===== src/rtl/tco_pkg.sv =====
// constants, carriers and enumerations of the triggered channel output control
// Function
// [RULE1] ten banks of twelve, two sections, 120 channels
// [RULE2] per-bank select: high-voltage pair or low-voltage pair
// [RULE3] each channel is high, low or off
// [RULE4] bank n owns channels 12(n-1)+1 to 12n
// [RULE5] over-current turns channel off, sticky event recorded
// [RULE6] per-channel enable bit and per-channel level bit
// [RULE7] per-channel comparator readback register
// [RULE8] per-bank 12-bit threshold DAC code, 0 to 4095
// [RULE9] outside trigger mode enable/level apply at once
// [RULE10] in trigger mode enable/level wait for trigger
// [RULE11] only enable and level are trigger gated
// [RULE12] software sets trigger sources before relying on them
// [RULE13] sources: two external, eight backplane lines, software
// [RULE14] external AND needs both high, OR either
// [RULE15] external inputs are active-high level triggers
// [RULE16] backplane lines edge sensitive, rising or falling selectable
// [RULE17] backplane edge used only when external not enabled
// [RULE18] software trigger bit fires, applying pending changes
// [RULE19] priority external, then backplane, then software
// [RULE20] all pending changes applied in one cycle
package tco_pkg;
	localparam int NUM_BANKS      = 10;
	localparam int CH_PER_BANK    = 12;
	localparam int BANKS_PER_SECT = 5;
	localparam int NUM_SECTS      = 2;
	localparam int NUM_CH         = NUM_BANKS * CH_PER_BANK;
	localparam int NUM_WORDS      = 4;
	localparam int DAC_W          = 12;
	localparam int NUM_TTL        = 8;
	localparam int ADDR_W         = 8;
	localparam int SYNC_W         = 2 + NUM_TTL + 2 * NUM_CH;

	// register byte offsets
	localparam logic [7:0] OFF_CTRL  = 8'h00;
	localparam logic [7:0] OFF_BANKV = 8'h04;
	localparam logic [7:0] OFF_ENA   = 8'h10;
	localparam logic [7:0] OFF_LVL   = 8'h20;
	localparam logic [7:0] OFF_OCS   = 8'h30;
	localparam logic [7:0] OFF_RDB   = 8'h40;
	localparam logic [7:0] OFF_ACT   = 8'h50;
	localparam logic [7:0] OFF_DAC   = 8'h80;

	// trigger control field positions
	localparam int CTRL_TMODE    = 0;
	localparam int CTRL_EXT_EN   = 1;
	localparam int CTRL_EXT_AND  = 2;
	localparam int CTRL_TTL_EN   = 3;
	localparam int CTRL_TTL_RISE = 4;
	localparam int CTRL_SW_EN    = 5;
	localparam int CTRL_TTL_LSB  = 8;
	localparam int CTRL_SW_FIRE  = 31;

	localparam logic [31:0] CTRL_RST   = 32'h0000_0000;
	localparam logic [31:0] CTRL_WMASK = 32'h0000_FF3F;
	localparam logic [31:0] TOP_MASK   = 32'h00FF_FFFF;
	localparam logic [31:0] WORD_MASK  = 32'hFFFF_FFFF;
	localparam logic [9:0]  BANKV_RST  = 10'h000;
	localparam logic [11:0] DAC_RST    = 12'h000;
	localparam logic [11:0] DAC_FULL   = 12'hFFF;
	localparam logic [1:0]  RESP_OKAY  = 2'h0;
	localparam logic [1:0]  RESP_SLVERR = 2'h2;

	typedef enum logic [1:0] {TRIG_NONE, TRIG_EXT, TRIG_TTL, TRIG_SW} tco_trig_e;

	typedef logic [NUM_WORDS-1:0][31:0] tco_words_t;

	// per-channel drive towards the output stage
	typedef struct packed {
		logic [NUM_CH-1:0] on;
		logic [NUM_CH-1:0] high;
		logic [NUM_CH-1:0] hv;
	} tco_drive_s;

	// per-bank settings towards the analog side
	typedef struct packed {
		logic [NUM_BANKS-1:0]            hv;
		logic [NUM_BANKS-1:0][DAC_W-1:0] dac;
	} tco_bank_s;
endpackage


===== src/rtl/tco_top.sv =====
// triggered channel output control with AXI4-Lite register slave
//
// The AXI4-Lite register port and the register addresses were left to the implementer.
`timescale 1ns/1ps
`default_nettype none
module tco_top (
	// clock and reset
	input  wire logic                        aclk,
	input  wire logic                        aresetn,
	// axi4-lite write address
	input  wire logic [tco_pkg::ADDR_W-1:0]  awaddr,
	input  wire logic [2:0]                  awprot,
	input  wire logic                        awvalid,
	output logic                             awready,
	// axi4-lite write data
	input  wire logic [31:0]                 wdata,
	input  wire logic [3:0]                  wstrb,
	input  wire logic                        wvalid,
	output logic                             wready,
	// axi4-lite write response
	output logic [1:0]                       bresp,
	output logic                             bvalid,
	input  wire logic                        bready,
	// axi4-lite read address
	input  wire logic [tco_pkg::ADDR_W-1:0]  araddr,
	input  wire logic [2:0]                  arprot,
	input  wire logic                        arvalid,
	output logic                             arready,
	// axi4-lite read data
	output logic [31:0]                      rdata,
	output logic [1:0]                       rresp,
	output logic                             rvalid,
	input  wire logic                        rready,
	// trigger pins
	input  wire logic                        external_trigger_a,
	input  wire logic                        external_trigger_b,
	input  wire logic [tco_pkg::NUM_TTL-1:0] ttl_trig,
	// analog side
	input  wire logic [tco_pkg::NUM_CH-1:0]  oc_in,
	input  wire logic [tco_pkg::NUM_CH-1:0]  cmp_in,
	output tco_pkg::tco_drive_s              drive,
	output tco_pkg::tco_bank_s               bank
);
	import tco_pkg::*;

	////////////////////////////////////////////////////////////////////////////////
	// helpers

	function automatic logic [31:0] strb_mask(input logic [3:0] s);
		logic [31:0] m;
		m = '0;
		for (int b = 0; b < 4; b++) begin
			m[b*8 +: 8] = {8{s[b]}};
		end
		return m;
	endfunction

	function automatic logic [31:0] merge(input logic [31:0] old, input logic [31:0] wd,
			input logic [3:0] s);
		return (old & ~strb_mask(s)) | (wd & strb_mask(s));
	endfunction

	// top word holds channels 96..119 only
	function automatic logic [31:0] word_mask(input logic [1:0] idx);
		return (idx == 2'(NUM_WORDS - 1)) ? TOP_MASK : WORD_MASK;
	endfunction

	function automatic logic dac_hit(input logic [ADDR_W-1:0] a);
		return (a[7:6] == OFF_DAC[7:6]) && (a[5:2] < 4'(NUM_BANKS));
	endfunction

	////////////////////////////////////////////////////////////////////////////////
	// state

	logic [SYNC_W-1:0]          sy1_q, sy2_q, sy3_q, flt_q, flt_d;
	logic [NUM_TTL-1:0]         ttl_prev_q;
	logic [31:0]                ctrl_q, ctrl_d;
	logic [NUM_BANKS-1:0]       bankv_q, bankv_d;
	logic [NUM_BANKS-1:0][DAC_W-1:0] dac_q, dac_d;
	tco_words_t                 pend_on_q, pend_on_d, pend_hi_q, pend_hi_d;
	tco_words_t                 act_on_q, act_on_d, act_hi_q, act_hi_d;
	tco_words_t                 ocs_q, ocs_d;
	logic                       aw_got_q, aw_got_d, w_got_q, w_got_d;
	logic [ADDR_W-1:0]          awaddr_q, awaddr_d;
	logic [31:0]                wdata_q, wdata_d;
	logic [3:0]                 wstrb_q, wstrb_d;
	logic                       bvalid_q, bvalid_d, rvalid_q, rvalid_d;
	logic [1:0]                 bresp_q, bresp_d, rresp_q, rresp_d;
	logic [31:0]                rdata_q, rdata_d;

	logic                       ext_a, ext_b, ext_lvl, ttl_edge, sw_fire, fire, wr_go;
	logic [NUM_TTL-1:0]         ttl_f;
	logic [NUM_CH-1:0]          oc_f, cmp_f, act_on_w, act_hi_w, ocs_w;
	tco_words_t                 oc_words, cmp_words;
	tco_trig_e                  trig_src;
	logic [1:0]                 widx, ridx;
	logic [3:0]                 didx, rdidx;
	logic [31:0]                bank_m, dac_m;

	////////////////////////////////////////////////////////////////////////////////
	// pin synchronisers: a change counts once stages two and three agree

	assign flt_d = (~(sy2_q ^ sy3_q) & sy3_q) | ((sy2_q ^ sy3_q) & flt_q);

	assign {cmp_f, oc_f, ttl_f, ext_b, ext_a} = flt_q;
	assign oc_words  = {8'h00, oc_f};
	assign cmp_words = {8'h00, cmp_f};

	////////////////////////////////////////////////////////////////////////////////
	// trigger selection

	assign ext_lvl  = ctrl_q[CTRL_EXT_AND] ? (ext_a & ext_b) : (ext_a | ext_b); // see [RULE14] [RULE15]
	assign ttl_edge = |((ctrl_q[CTRL_TTL_RISE] ? (ttl_f & ~ttl_prev_q) : (~ttl_f & ttl_prev_q))
		& ctrl_q[CTRL_TTL_LSB +: NUM_TTL]); // see [RULE16]

	always_comb begin
		// highest enabled source alone is honoured
		if (ctrl_q[CTRL_EXT_EN]) begin // see [RULE19] [RULE13]
			trig_src = TRIG_EXT;
		end else if (ctrl_q[CTRL_TTL_EN]) begin // see [RULE17]
			trig_src = TRIG_TTL;
		end else if (ctrl_q[CTRL_SW_EN]) begin
			trig_src = TRIG_SW;
		end else begin
			trig_src = TRIG_NONE;
		end
		case (trig_src)
			TRIG_EXT: fire = ext_lvl;
			TRIG_TTL: fire = ttl_edge;
			TRIG_SW:  fire = sw_fire; // see [RULE18]
			default:  fire = 1'b0;
		endcase
	end

	////////////////////////////////////////////////////////////////////////////////
	// bus handshake outputs

	assign awready = !aw_got_q && !bvalid_q;
	assign wready  = !w_got_q && !bvalid_q;
	assign arready = !rvalid_q;
	assign wr_go   = aw_got_q && w_got_q;
	assign widx    = awaddr_q[3:2];
	assign didx    = awaddr_q[5:2];
	assign ridx    = araddr[3:2];
	assign rdidx   = araddr[5:2];
	assign sw_fire = wr_go && (awaddr_q == OFF_CTRL) && wstrb_q[3] && wdata_q[CTRL_SW_FIRE];
	assign bank_m  = merge({22'h0, bankv_q}, wdata_q, wstrb_q);
	assign dac_m   = merge({20'h0, dac_q[didx]}, wdata_q, wstrb_q);

	////////////////////////////////////////////////////////////////////////////////
	// next-state logic

	always_comb begin
		aw_got_d  = aw_got_q | (awvalid & awready);
		w_got_d   = w_got_q | (wvalid & wready);
		awaddr_d  = (awvalid & awready) ? awaddr : awaddr_q;
		wdata_d   = (wvalid & wready) ? wdata : wdata_q;
		wstrb_d   = (wvalid & wready) ? wstrb : wstrb_q;
		bvalid_d  = bvalid_q & ~bready;
		bresp_d   = bresp_q;
		rvalid_d  = rvalid_q & ~rready;
		rresp_d   = rresp_q;
		rdata_d   = rdata_q;
		ctrl_d    = ctrl_q;
		bankv_d   = bankv_q;
		dac_d     = dac_q;
		pend_on_d = pend_on_q;
		pend_hi_d = pend_hi_q;
		act_on_d  = act_on_q;
		act_hi_d  = act_hi_q;
		ocs_d     = ocs_q;

		// register writes
		if (wr_go) begin
			aw_got_d = 1'b0;
			w_got_d  = 1'b0;
			bvalid_d = 1'b1;
			bresp_d  = RESP_OKAY;
			if (awaddr_q == OFF_CTRL) begin
				ctrl_d = merge(ctrl_q, wdata_q, wstrb_q) & CTRL_WMASK;
			end else if (awaddr_q == OFF_BANKV) begin
				bankv_d = bank_m[NUM_BANKS-1:0]; // see [RULE2] [RULE11]
			end else if (awaddr_q[7:4] == OFF_ENA[7:4]) begin
				pend_on_d[widx] = merge(pend_on_q[widx], wdata_q, wstrb_q)
					& word_mask(widx); // see [RULE6]
			end else if (awaddr_q[7:4] == OFF_LVL[7:4]) begin
				pend_hi_d[widx] = merge(pend_hi_q[widx], wdata_q, wstrb_q)
					& word_mask(widx); // see [RULE6]
			end else if (awaddr_q[7:4] == OFF_OCS[7:4]) begin
				ocs_d[widx] = ocs_q[widx] & ~(wdata_q & strb_mask(wstrb_q));
			end else if (awaddr_q[7:4] == OFF_RDB[7:4] || awaddr_q[7:4] == OFF_ACT[7:4]) begin
				bresp_d = RESP_OKAY;
			end else if (dac_hit(awaddr_q)) begin
				dac_d[didx] = dac_m[DAC_W-1:0]; // see [RULE8] [RULE11]
			end else begin
				bresp_d = RESP_SLVERR;
			end
		end

		// pending enable and level move to the outputs together
		if (!ctrl_q[CTRL_TMODE] || fire) begin // see [RULE9] [RULE10] [RULE20]
			act_on_d = pend_on_d;
			act_hi_d = pend_hi_d;
		end

		// over-current shuts the channel and sets the sticky event, set beats clear
		pend_on_d = pend_on_d & ~oc_words; // see [RULE5]
		act_on_d  = act_on_d & ~oc_words;  // see [RULE5]
		ocs_d     = ocs_d | oc_words;      // see [RULE5]

		// register reads
		if (arvalid && arready) begin
			rvalid_d = 1'b1;
			rresp_d  = RESP_OKAY;
			if (araddr == OFF_CTRL) begin
				rdata_d = ctrl_q;
			end else if (araddr == OFF_BANKV) begin
				rdata_d = {22'h0, bankv_q};
			end else if (araddr[7:4] == OFF_ENA[7:4]) begin
				rdata_d = pend_on_q[ridx];
			end else if (araddr[7:4] == OFF_LVL[7:4]) begin
				rdata_d = pend_hi_q[ridx];
			end else if (araddr[7:4] == OFF_OCS[7:4]) begin
				rdata_d = ocs_q[ridx];
			end else if (araddr[7:4] == OFF_RDB[7:4]) begin
				rdata_d = cmp_words[ridx]; // see [RULE7]
			end else if (araddr[7:4] == OFF_ACT[7:4]) begin
				rdata_d = act_on_q[ridx];
			end else if (dac_hit(araddr)) begin
				rdata_d = {20'h0, dac_q[rdidx]};
			end else begin
				rdata_d = 32'h0000_0000;
				rresp_d = RESP_SLVERR;
			end
		end
	end

	////////////////////////////////////////////////////////////////////////////////
	// registers

	always_ff @(posedge aclk) begin
		if (!aresetn) begin
			sy1_q      <= '0;
			sy2_q      <= '0;
			sy3_q      <= '0;
			flt_q      <= '0;
			ttl_prev_q <= '0;
			ctrl_q     <= CTRL_RST;
			bankv_q    <= BANKV_RST;
			dac_q      <= {NUM_BANKS{DAC_RST}};
			pend_on_q  <= '0;
			pend_hi_q  <= '0;
			act_on_q   <= '0;
			act_hi_q   <= '0;
			ocs_q      <= '0;
			aw_got_q   <= 1'b0;
			w_got_q    <= 1'b0;
			awaddr_q   <= '0;
			wdata_q    <= '0;
			wstrb_q    <= '0;
			bvalid_q   <= 1'b0;
			bresp_q    <= RESP_OKAY;
			rvalid_q   <= 1'b0;
			rresp_q    <= RESP_OKAY;
			rdata_q    <= '0;
		end else begin
			sy1_q      <= {cmp_in, oc_in, ttl_trig, external_trigger_b, external_trigger_a};
			sy2_q      <= sy1_q;
			sy3_q      <= sy2_q;
			flt_q      <= flt_d;
			ttl_prev_q <= ttl_f;
			ctrl_q     <= ctrl_d;
			bankv_q    <= bankv_d;
			dac_q      <= dac_d;
			pend_on_q  <= pend_on_d;
			pend_hi_q  <= pend_hi_d;
			act_on_q   <= act_on_d;
			act_hi_q   <= act_hi_d;
			ocs_q      <= ocs_d;
			aw_got_q   <= aw_got_d;
			w_got_q    <= w_got_d;
			awaddr_q   <= awaddr_d;
			wdata_q    <= wdata_d;
			wstrb_q    <= wstrb_d;
			bvalid_q   <= bvalid_d;
			bresp_q    <= bresp_d;
			rvalid_q   <= rvalid_d;
			rresp_q    <= rresp_d;
			rdata_q    <= rdata_d;
		end
	end

	////////////////////////////////////////////////////////////////////////////////
	// outputs

	assign bvalid   = bvalid_q;
	assign bresp    = bresp_q;
	assign rvalid   = rvalid_q;
	assign rresp    = rresp_q;
	assign rdata    = rdata_q;
	assign act_on_w = NUM_CH'(act_on_q);
	assign act_hi_w = NUM_CH'(act_hi_q);
	assign ocs_w    = NUM_CH'(ocs_q);

	assign drive.on   = act_on_w; // see [RULE3]
	assign drive.high = act_hi_w; // see [RULE3]
	assign bank.hv    = bankv_q;
	assign bank.dac   = dac_q;

	// bank n drives channels 12n..12n+11, sections are banks 0-4 and 5-9
	for (genvar c = 0; c < NUM_CH; c++) begin : g_chan_bank
		assign drive.hv[c] = bankv_q[c / CH_PER_BANK]; // see [RULE1] [RULE4]
	end
endmodule
`default_nettype wire


===== config.mk =====
export PLATFORM = sky130hd
export DESIGN_NAME = tco_top
export DESIGN_NICKNAME = d
export VERILOG_FILES = /design/src/rtl/tco_pkg.sv /design/src/rtl/tco_top.sv
export SDC_FILE = /design/constraint.sdc
export NUM_CORES = 2
export LEC_CHECK = 0
export BUFFER_PORTS_ARGS = -buffer_cell sky130_fd_sc_hd__buf_4
export CAP_MARGIN = 30
export CORE_ASPECT_RATIO = 1.25
export CORE_MARGIN = 5
export CORE_UTILIZATION = 40
export CTS_CLUSTER_SIZE = 20
export DETAILED_ROUTE_END_ITERATION = 8
export GPL_ROUTABILITY_DRIVEN = 0
export SLEW_MARGIN = 10
export SYNTH_ARGS = -nofsm -noshare
export SYNTH_HDL_FRONTEND = slang
export SYNTH_SLANG_ARGS = --single-unit

===== constraint.sdc =====
create_clock -name aclk -period 3 [get_ports aclk]
set_input_delay 0.15 -clock aclk [delete_from_list [all_inputs] [get_ports aclk]]
set_output_delay 0.15 -clock aclk [all_outputs]
set_load 0.02 [all_outputs]

## Yosys cells after proc, flatten, opt, wreduce, memory -nomap -nowiden

Cells that the tools add are included.

| storage, ports and cells | value |
|---|---|
| output and inout bits | 531 |
| word-level logic and storage cells | 221 |
| register bits | 1,868 |
| bits of input ports | 315 |

| cells by class | value |
|---|---|
| magnitude comparators | 8 |
| reductions and logical operators | 25 |
| multiplexer cells | 76 |
| bitwise gates (word level) | 47 |
| equality and inequality tests | 18 |

Operator list:

| kind | number |
|---|---|
| 128-bit two-way mux | 16 |
| 32-bit two-way mux | 17 |
| 32-bit binary-select mux with 2-bit select | 8 |
| 250-bit bitwise AND | 2 |
| 128-bit bitwise mux | 3 |
| 128-bit bitwise AND | 2 |
| 250-bit inverter | 1 |
| 250-bit OR | 1 |
| 250-bit XOR | 1 |
| 32-bit bitwise AND | 6 |
| 120-bit inverter with 128-bit output | 1 |
| 128-bit by 120-bit OR with 128-bit output | 1 |
| 120-bit bitwise mux | 1 |
| 12-bit binary-select mux with 4-bit select | 2 |
| 32-bit demux with 2-bit select | 1 |
| 32-bit inverter | 2 |
| 32-bit OR | 2 |
| 12-bit demux with 4-bit select | 1 |
| 12-bit two-way mux | 4 |
| 2-bit two-way mux | 18 |
| 8-bit bitwise AND | 3 |
| 16-bit bitwise AND | 1 |
| 4-bit by 2-bit equality test with 1-bit output, second input constant | 4 |
| 4-bit by 3-bit equality test with 1-bit output, second input constant | 4 |
| 30 further kinds | 72 |

## Depth between registers and ports, before layout

| logic depth | value |
|---|---|
| depth in word-level cells | 12 |
| depth in mapped cells | 11 |
| mapped depth without buffers | 6 |

## Least setup slack after synthesis

Ideal clock, no wire load.

| timing | value |
|---|---|
| kind | reg-to-reg |
| from | register awaddr_q[7] |
| to | register act_on_q, in the netlist drive[269] |
| cell stages (with the launch flop) | 11 |
| required time | 2.877 ns |
| setup slack | 0.548 ns |
| buffers on the path | 4 |
| setup time | 0.123 ns |
| data arrival time | 2.329 ns |
| period minus slack after synthesis | 2.452 ns |
| cells stage by stage | dfxtp_1 -> buf_2 -> or3_4 -> nor4b_4 -> nand3_1 -> nand3_2 -> or2_1 -> buf_2 -> buf_6 -> buf_4 -> mux2_1 |

| between the ends | value |
|---|---|
| word-level cells in the longest chain between the ends | 8 |
| elaborated cells on any way between the ends | 14 |
| classes of those cells | eq/ne: 2; mux: 6; bitwise: 1; reduce/logical: 5 |

RTL lines:

| what | RTL line | source |
|---|---|---|
| start: declaration | tco_top.sv:84 | `logic [ADDR_W-1:0] awaddr_q, awaddr_d;` |
| start signal: assignment | tco_top.sv:282 | `awaddr_q <= awaddr_d;` |
| 8-bit zero test | tco_top.sv:146, tco_top.sv:179 |  |
| 1-bit logical AND (3 in series) | tco_top.sv:146 | `assign sw_fire = wr_go && (awaddr_q == OFF_CTRL) && wstrb_q[3] && wdata_q[CTRL_SW_FIRE];` |
| 1-bit case mux with 3 select lines | tco_top.sv:127 | `case (trig_src)` |
| 1-bit logical OR | tco_top.sv:201 | `if (!ctrl_q[CTRL_TMODE] \|\| fire) begin` |
| 128-bit two-way mux * | tco_top.sv:201 |  |
| 128-bit bitwise AND * | tco_top.sv:208 | `act_on_d = act_on_d & ~oc_words;` |
| end signal: assignment | tco_top.sv:277 | `act_on_q <= act_on_d;` |
| end: declaration | tco_top.sv:81 | `tco_words_t act_on_q, act_on_d, act_hi_q, act_hi_d;` |

Mark *: on every way between the ends. The rest lies on a longest branch, timed or not.
A chain may end at the register's enable or synchronous reset.

## Worst setup path after layout

| timing | value |
|---|---|
| from | register bvalid_q, in the netlist bvalid |
| to | register wdata_q[2] |

| between the ends | value |
|---|---|
| word-level cells in the longest chain between the ends | 3 |

RTL lines:

| what | RTL line | source |
|---|---|---|
| start: declaration | tco_top.sv:87 | `logic bvalid_q, bvalid_d, rvalid_q, rvalid_d;` |
| start signal: assignment | tco_top.sv:285 | `bvalid_q <= bvalid_d;` |
| 1-bit zero test | tco_top.sv:139 | `assign wready = !w_got_q && !bvalid_q;` |
| 1-bit logical AND | tco_top.sv:139 |  |
| 1-bit bitwise AND | tco_top.sv:157 | `wdata_d = (wvalid & wready) ? wdata : wdata_q;` |
| end signal: assignment | tco_top.sv:283 | `wdata_q <= wdata_d;` |
| end: declaration | tco_top.sv:85 | `logic [31:0] wdata_q, wdata_d;` |

Every way passes these cells.

==> impl_summary.txt <==
----------------------------------------------------
[Yosys]
  Mean area per synthesized cell ... 9.886 um2
  Count of cell types in the netlist ... 69
  Post-synth EDFFs ... 0
  Number of storage elements in the synthesis netlist ... 1,866
  Ranking of synthesized cells by instance count ... sky130_fd_sc_hd__dfxtp_1, sky130_fd_sc_hd__nand2_1, sky130_fd_sc_hd__and2_1
  Fraction of the yosys area taken by sequential cells ... 51.92%
  Ys flop type ... sky130_fd_sc_hd__dfxtp_1
  Post-Syn Area ... 71,950 um2
  Top cells by area in the synthesized netlist ... sky130_fd_sc_hd__dfxtp_1, sky130_fd_sc_hd__mux4_2, sky130_fd_sc_hd__and2_1
  Post-synth top area cell ... sky130_fd_sc_hd__dfxtp_1
  Dominant cell by count in the synthesized netlist ... sky130_fd_sc_hd__dfxtp_1
  Ys async rst share ... 0%
  Number of synthesis warnings ... 0
  Syn Inst Count ... 7,278
  Synth top area share ... 51.92%

[Setup path]
  Delay-heaviest family, CP ... buffers and inverters
  Logic depth of the worst path, buffers included ... 7
  Worst setup path start ... bvalid
  Slowest CP cell ... sky130_fd_sc_hd__dlygate4sd3_1
  Worst endpoint data arrival time ... 3530 ps
  Beginning of the worst register-to-register path ... bvalid
  Data required, critical path ... 3780 ps
  Largest fanout of any net on the critical path ... 17
  Most frequent cell on the critical path ... sky130_fd_sc_hd__dlygate4sd3_1
  Reg2Reg Setup Slack ... 250 ps
  WP buf/inv ... 3
  Crit path cell chain ... nor2_1 -> buf_4 -> and2_4 -> nand2_1 -> dlygate4sd3_1 -> a21oi_1 -> dlygate4sd3_1
  Critical R2R Capture ... wdata_q[2]
  Critical path launch point type ... flip-flop
  Element type at the critical path end ... flip-flop
  End point of the critical path ... wdata_q[2]
  Number of cells traversed by the worst register-to-register path ... 7
  CP peak stage delay ... 580 ps
  Type of the setup path with the least slack ... reg -> reg

[Routing]
  Post-DR vias/cell ... 5.458
  Routed Wire Length ... 280,700 um
  Starting DRT DRC Count ... 5,074
  Count of nets left with antenna violations after detail routing ... 0
  Drt pass-1 iters ... 7
  # DRC ... 0
  Routed len/inst ... 26.08 um
  Via count ... 58,760

[Placement]
  Worst slack at placement ... 122.2 ps
  Post-detail-place hpwl ... 202,000 um
  Number of buffers added on ports ... 837

[Clock tree]
  Cell chosen for the clock root ... sky130_fd_sc_hd__clkbuf_16
  TritonCTS clock tree ... yes
  Number of buffers created by CTS ... 183
  Total number of H-tree levels ... 4
  Latest clock arrival within the worst-skew pair ... 840 ps
  Clock transition at the registers of the reported paths ... 70 ps
  Maximum root-to-sink buffer count ... 3
  Number of clock sinks ... 1,866

[GRT]
  Wire length of the first global-routing pass ... 398,500 um
  Overall global routing resource usage ... 28.69%
  Number of antenna violations at the first check in global routing ... 38
  Number of global-route vias before repair ... 56,540
  Total overflow reported by the global router ... 0
  Pin count of the biggest net entering global routing ... 198

[STA]
  RSZ-0062 raised after global routing ... false
  Final worst path period share ... 91.55%
  Tmin final ... 2746 ps
  Fmax achieved ... 364.1 MHz
  Max Clock Skew ... 49.40 ps
  Measured slew at the worst slew-check pin ... 902.7 ps
  Number of failing setup endpoints in the final timing report ... 0
  Max Transition Viols Final ... 0
  Sum Neg Setup Slack ... 0 ps
  Final WS setup ... 253.6 ps
  Hold Fails Final Rpt ... 0
  Max_slew headroom ... 39.82%

[Pwr]
  Standby leakage power ... 35.27 nW
  Total power density per cell area ... 581.3 nW/um2
  Worst ir drop on vdd ... 411.9 uV

[Cells and area]
  Final #Nets ... 8,537
  Post-synthesis to final-layout area growth ... 26.02%
  End-of-flow core utilization ... 50.54%
  Proportion of layout cells with a drive suffix above 1 ... 20.59%

[Floorplan]
  Width of the die ... 389.3 um
  Effective utilization at floorplan ... 40.11%
  Total die area ... 188,500 um2
  Boundary pin count ... 846
  Std cell rows ... 174
  Die Span Y ... 484.2 um
  Core footprint ... 179,400 um2

[Flow run]
  Total of max-cap violations ... 0

[Worst hold path]
  Class of the tightest hold or removal check ... in -> reg

[Outcome]
  Result of the run ... finished clean

----------------------------------------------------
==> cells in the final DEF, fill, tap and decap left out, drive strengths merged, types with 32 or more instances in the layout <==
master,count
dfxtp,1866
nand2b,71
nand3,32
nor3b,70
a2111oi,46
buf,1051
o21ai,356
a21oi,531
clkinv,42
dlygate4sd3,453
a22oi,38
nand2,942
nor3,212
a211oi,278
mux4,280
mux2i,130
mux2,96
nor2,521
and2,764
clkbuf,268
a21o,124
==> final cells by class <==
class,instances,area [um2]
well taps,2376,2973
fillers,16239,88720
repair buffers,1504,13150
clock buffers,268,5404
flip-flops and latches,1866,37370
diodes,20,50.05
multi-input cells,4651,30800
inverters,16,67.56
clock inverters,65,864.6
==> worst reg2reg max path: cells and delay by family, from the launching register on <==
family,cells,cell delay [ps]
buffers and inverters,3,1380
AND/OR/NAND/NOR,3,810
flip-flops,1,370
AO/OA/AOI/OAI,1,130
==> report_power, final <==
group	internal [W]	switching (W)	total (W)
Combinational	0.00145	0.00177	0.00322
Sequential	0.0253	0.000338	0.0256
Clock	0.0137	0.0101	0.0239
==> per-stage QoR <==
step	cell area [um2]	power [W]	hold WS, ps	cells
global route	90640	0.05435	35.44	10751
detailed placement	79790	0.02885	347.4	9958
global placement	79780	0.02882	341.0	9957
finish	90670	0.05270	61.64	10766
CTS	90600	0.05309	0.1000	10744
floorplan	71950	0.02740	250.1	7279
==> metal layers <==
metal / wire length [um] / vias up / global-route usage (%)
li1: - / 26874 / -
met1: 106600 / 28521 / 34.07
met2: 126800 / 2716 / 45.77
met3: 26870 / 639 / 8.534
met4: 20390 / 10 / 17.41
met5: 56 / - / 0
==> how the worst min path moves through the flow <==
stage | startpoint | endpoint | depth (start not counted)
floorplan | rready | rvalid | 1
global placement | rready | rvalid | 2
detailed placement | rready | rvalid | 2
CTS | cmp_in[92] | sy1_q[222] | 3
global route | cmp_in[6] | sy1_q[136] | 3
finish | cmp_in[6] | sy1_q[136] | 3
==> kinds of logic after synthesis <==
kind of cell,count (synthesis),share of synthesized area (%)
buf+inv,762,5.528
other cells,1,0.005212
simple gates,2669,17.94
mux,506,12.08
flops,1866,51.92
xor+xnor,1,0.01218
fa+ha+maj,1,0.01391
compound gates,1472,12.51
==> timing repair <==
| item | in CTS | in global routing |
|---|---|---|
| setup endpoints to repair | 0 | 9 |
| gates resized for setup | 0 | 0 |
| endpoints found under the hold margin | 471 | 0 |
| setup buffers | 0 | 1 |
| hold buffers | 453 | 0 |
Note: power is estimated with default switching activity, not from simulation.
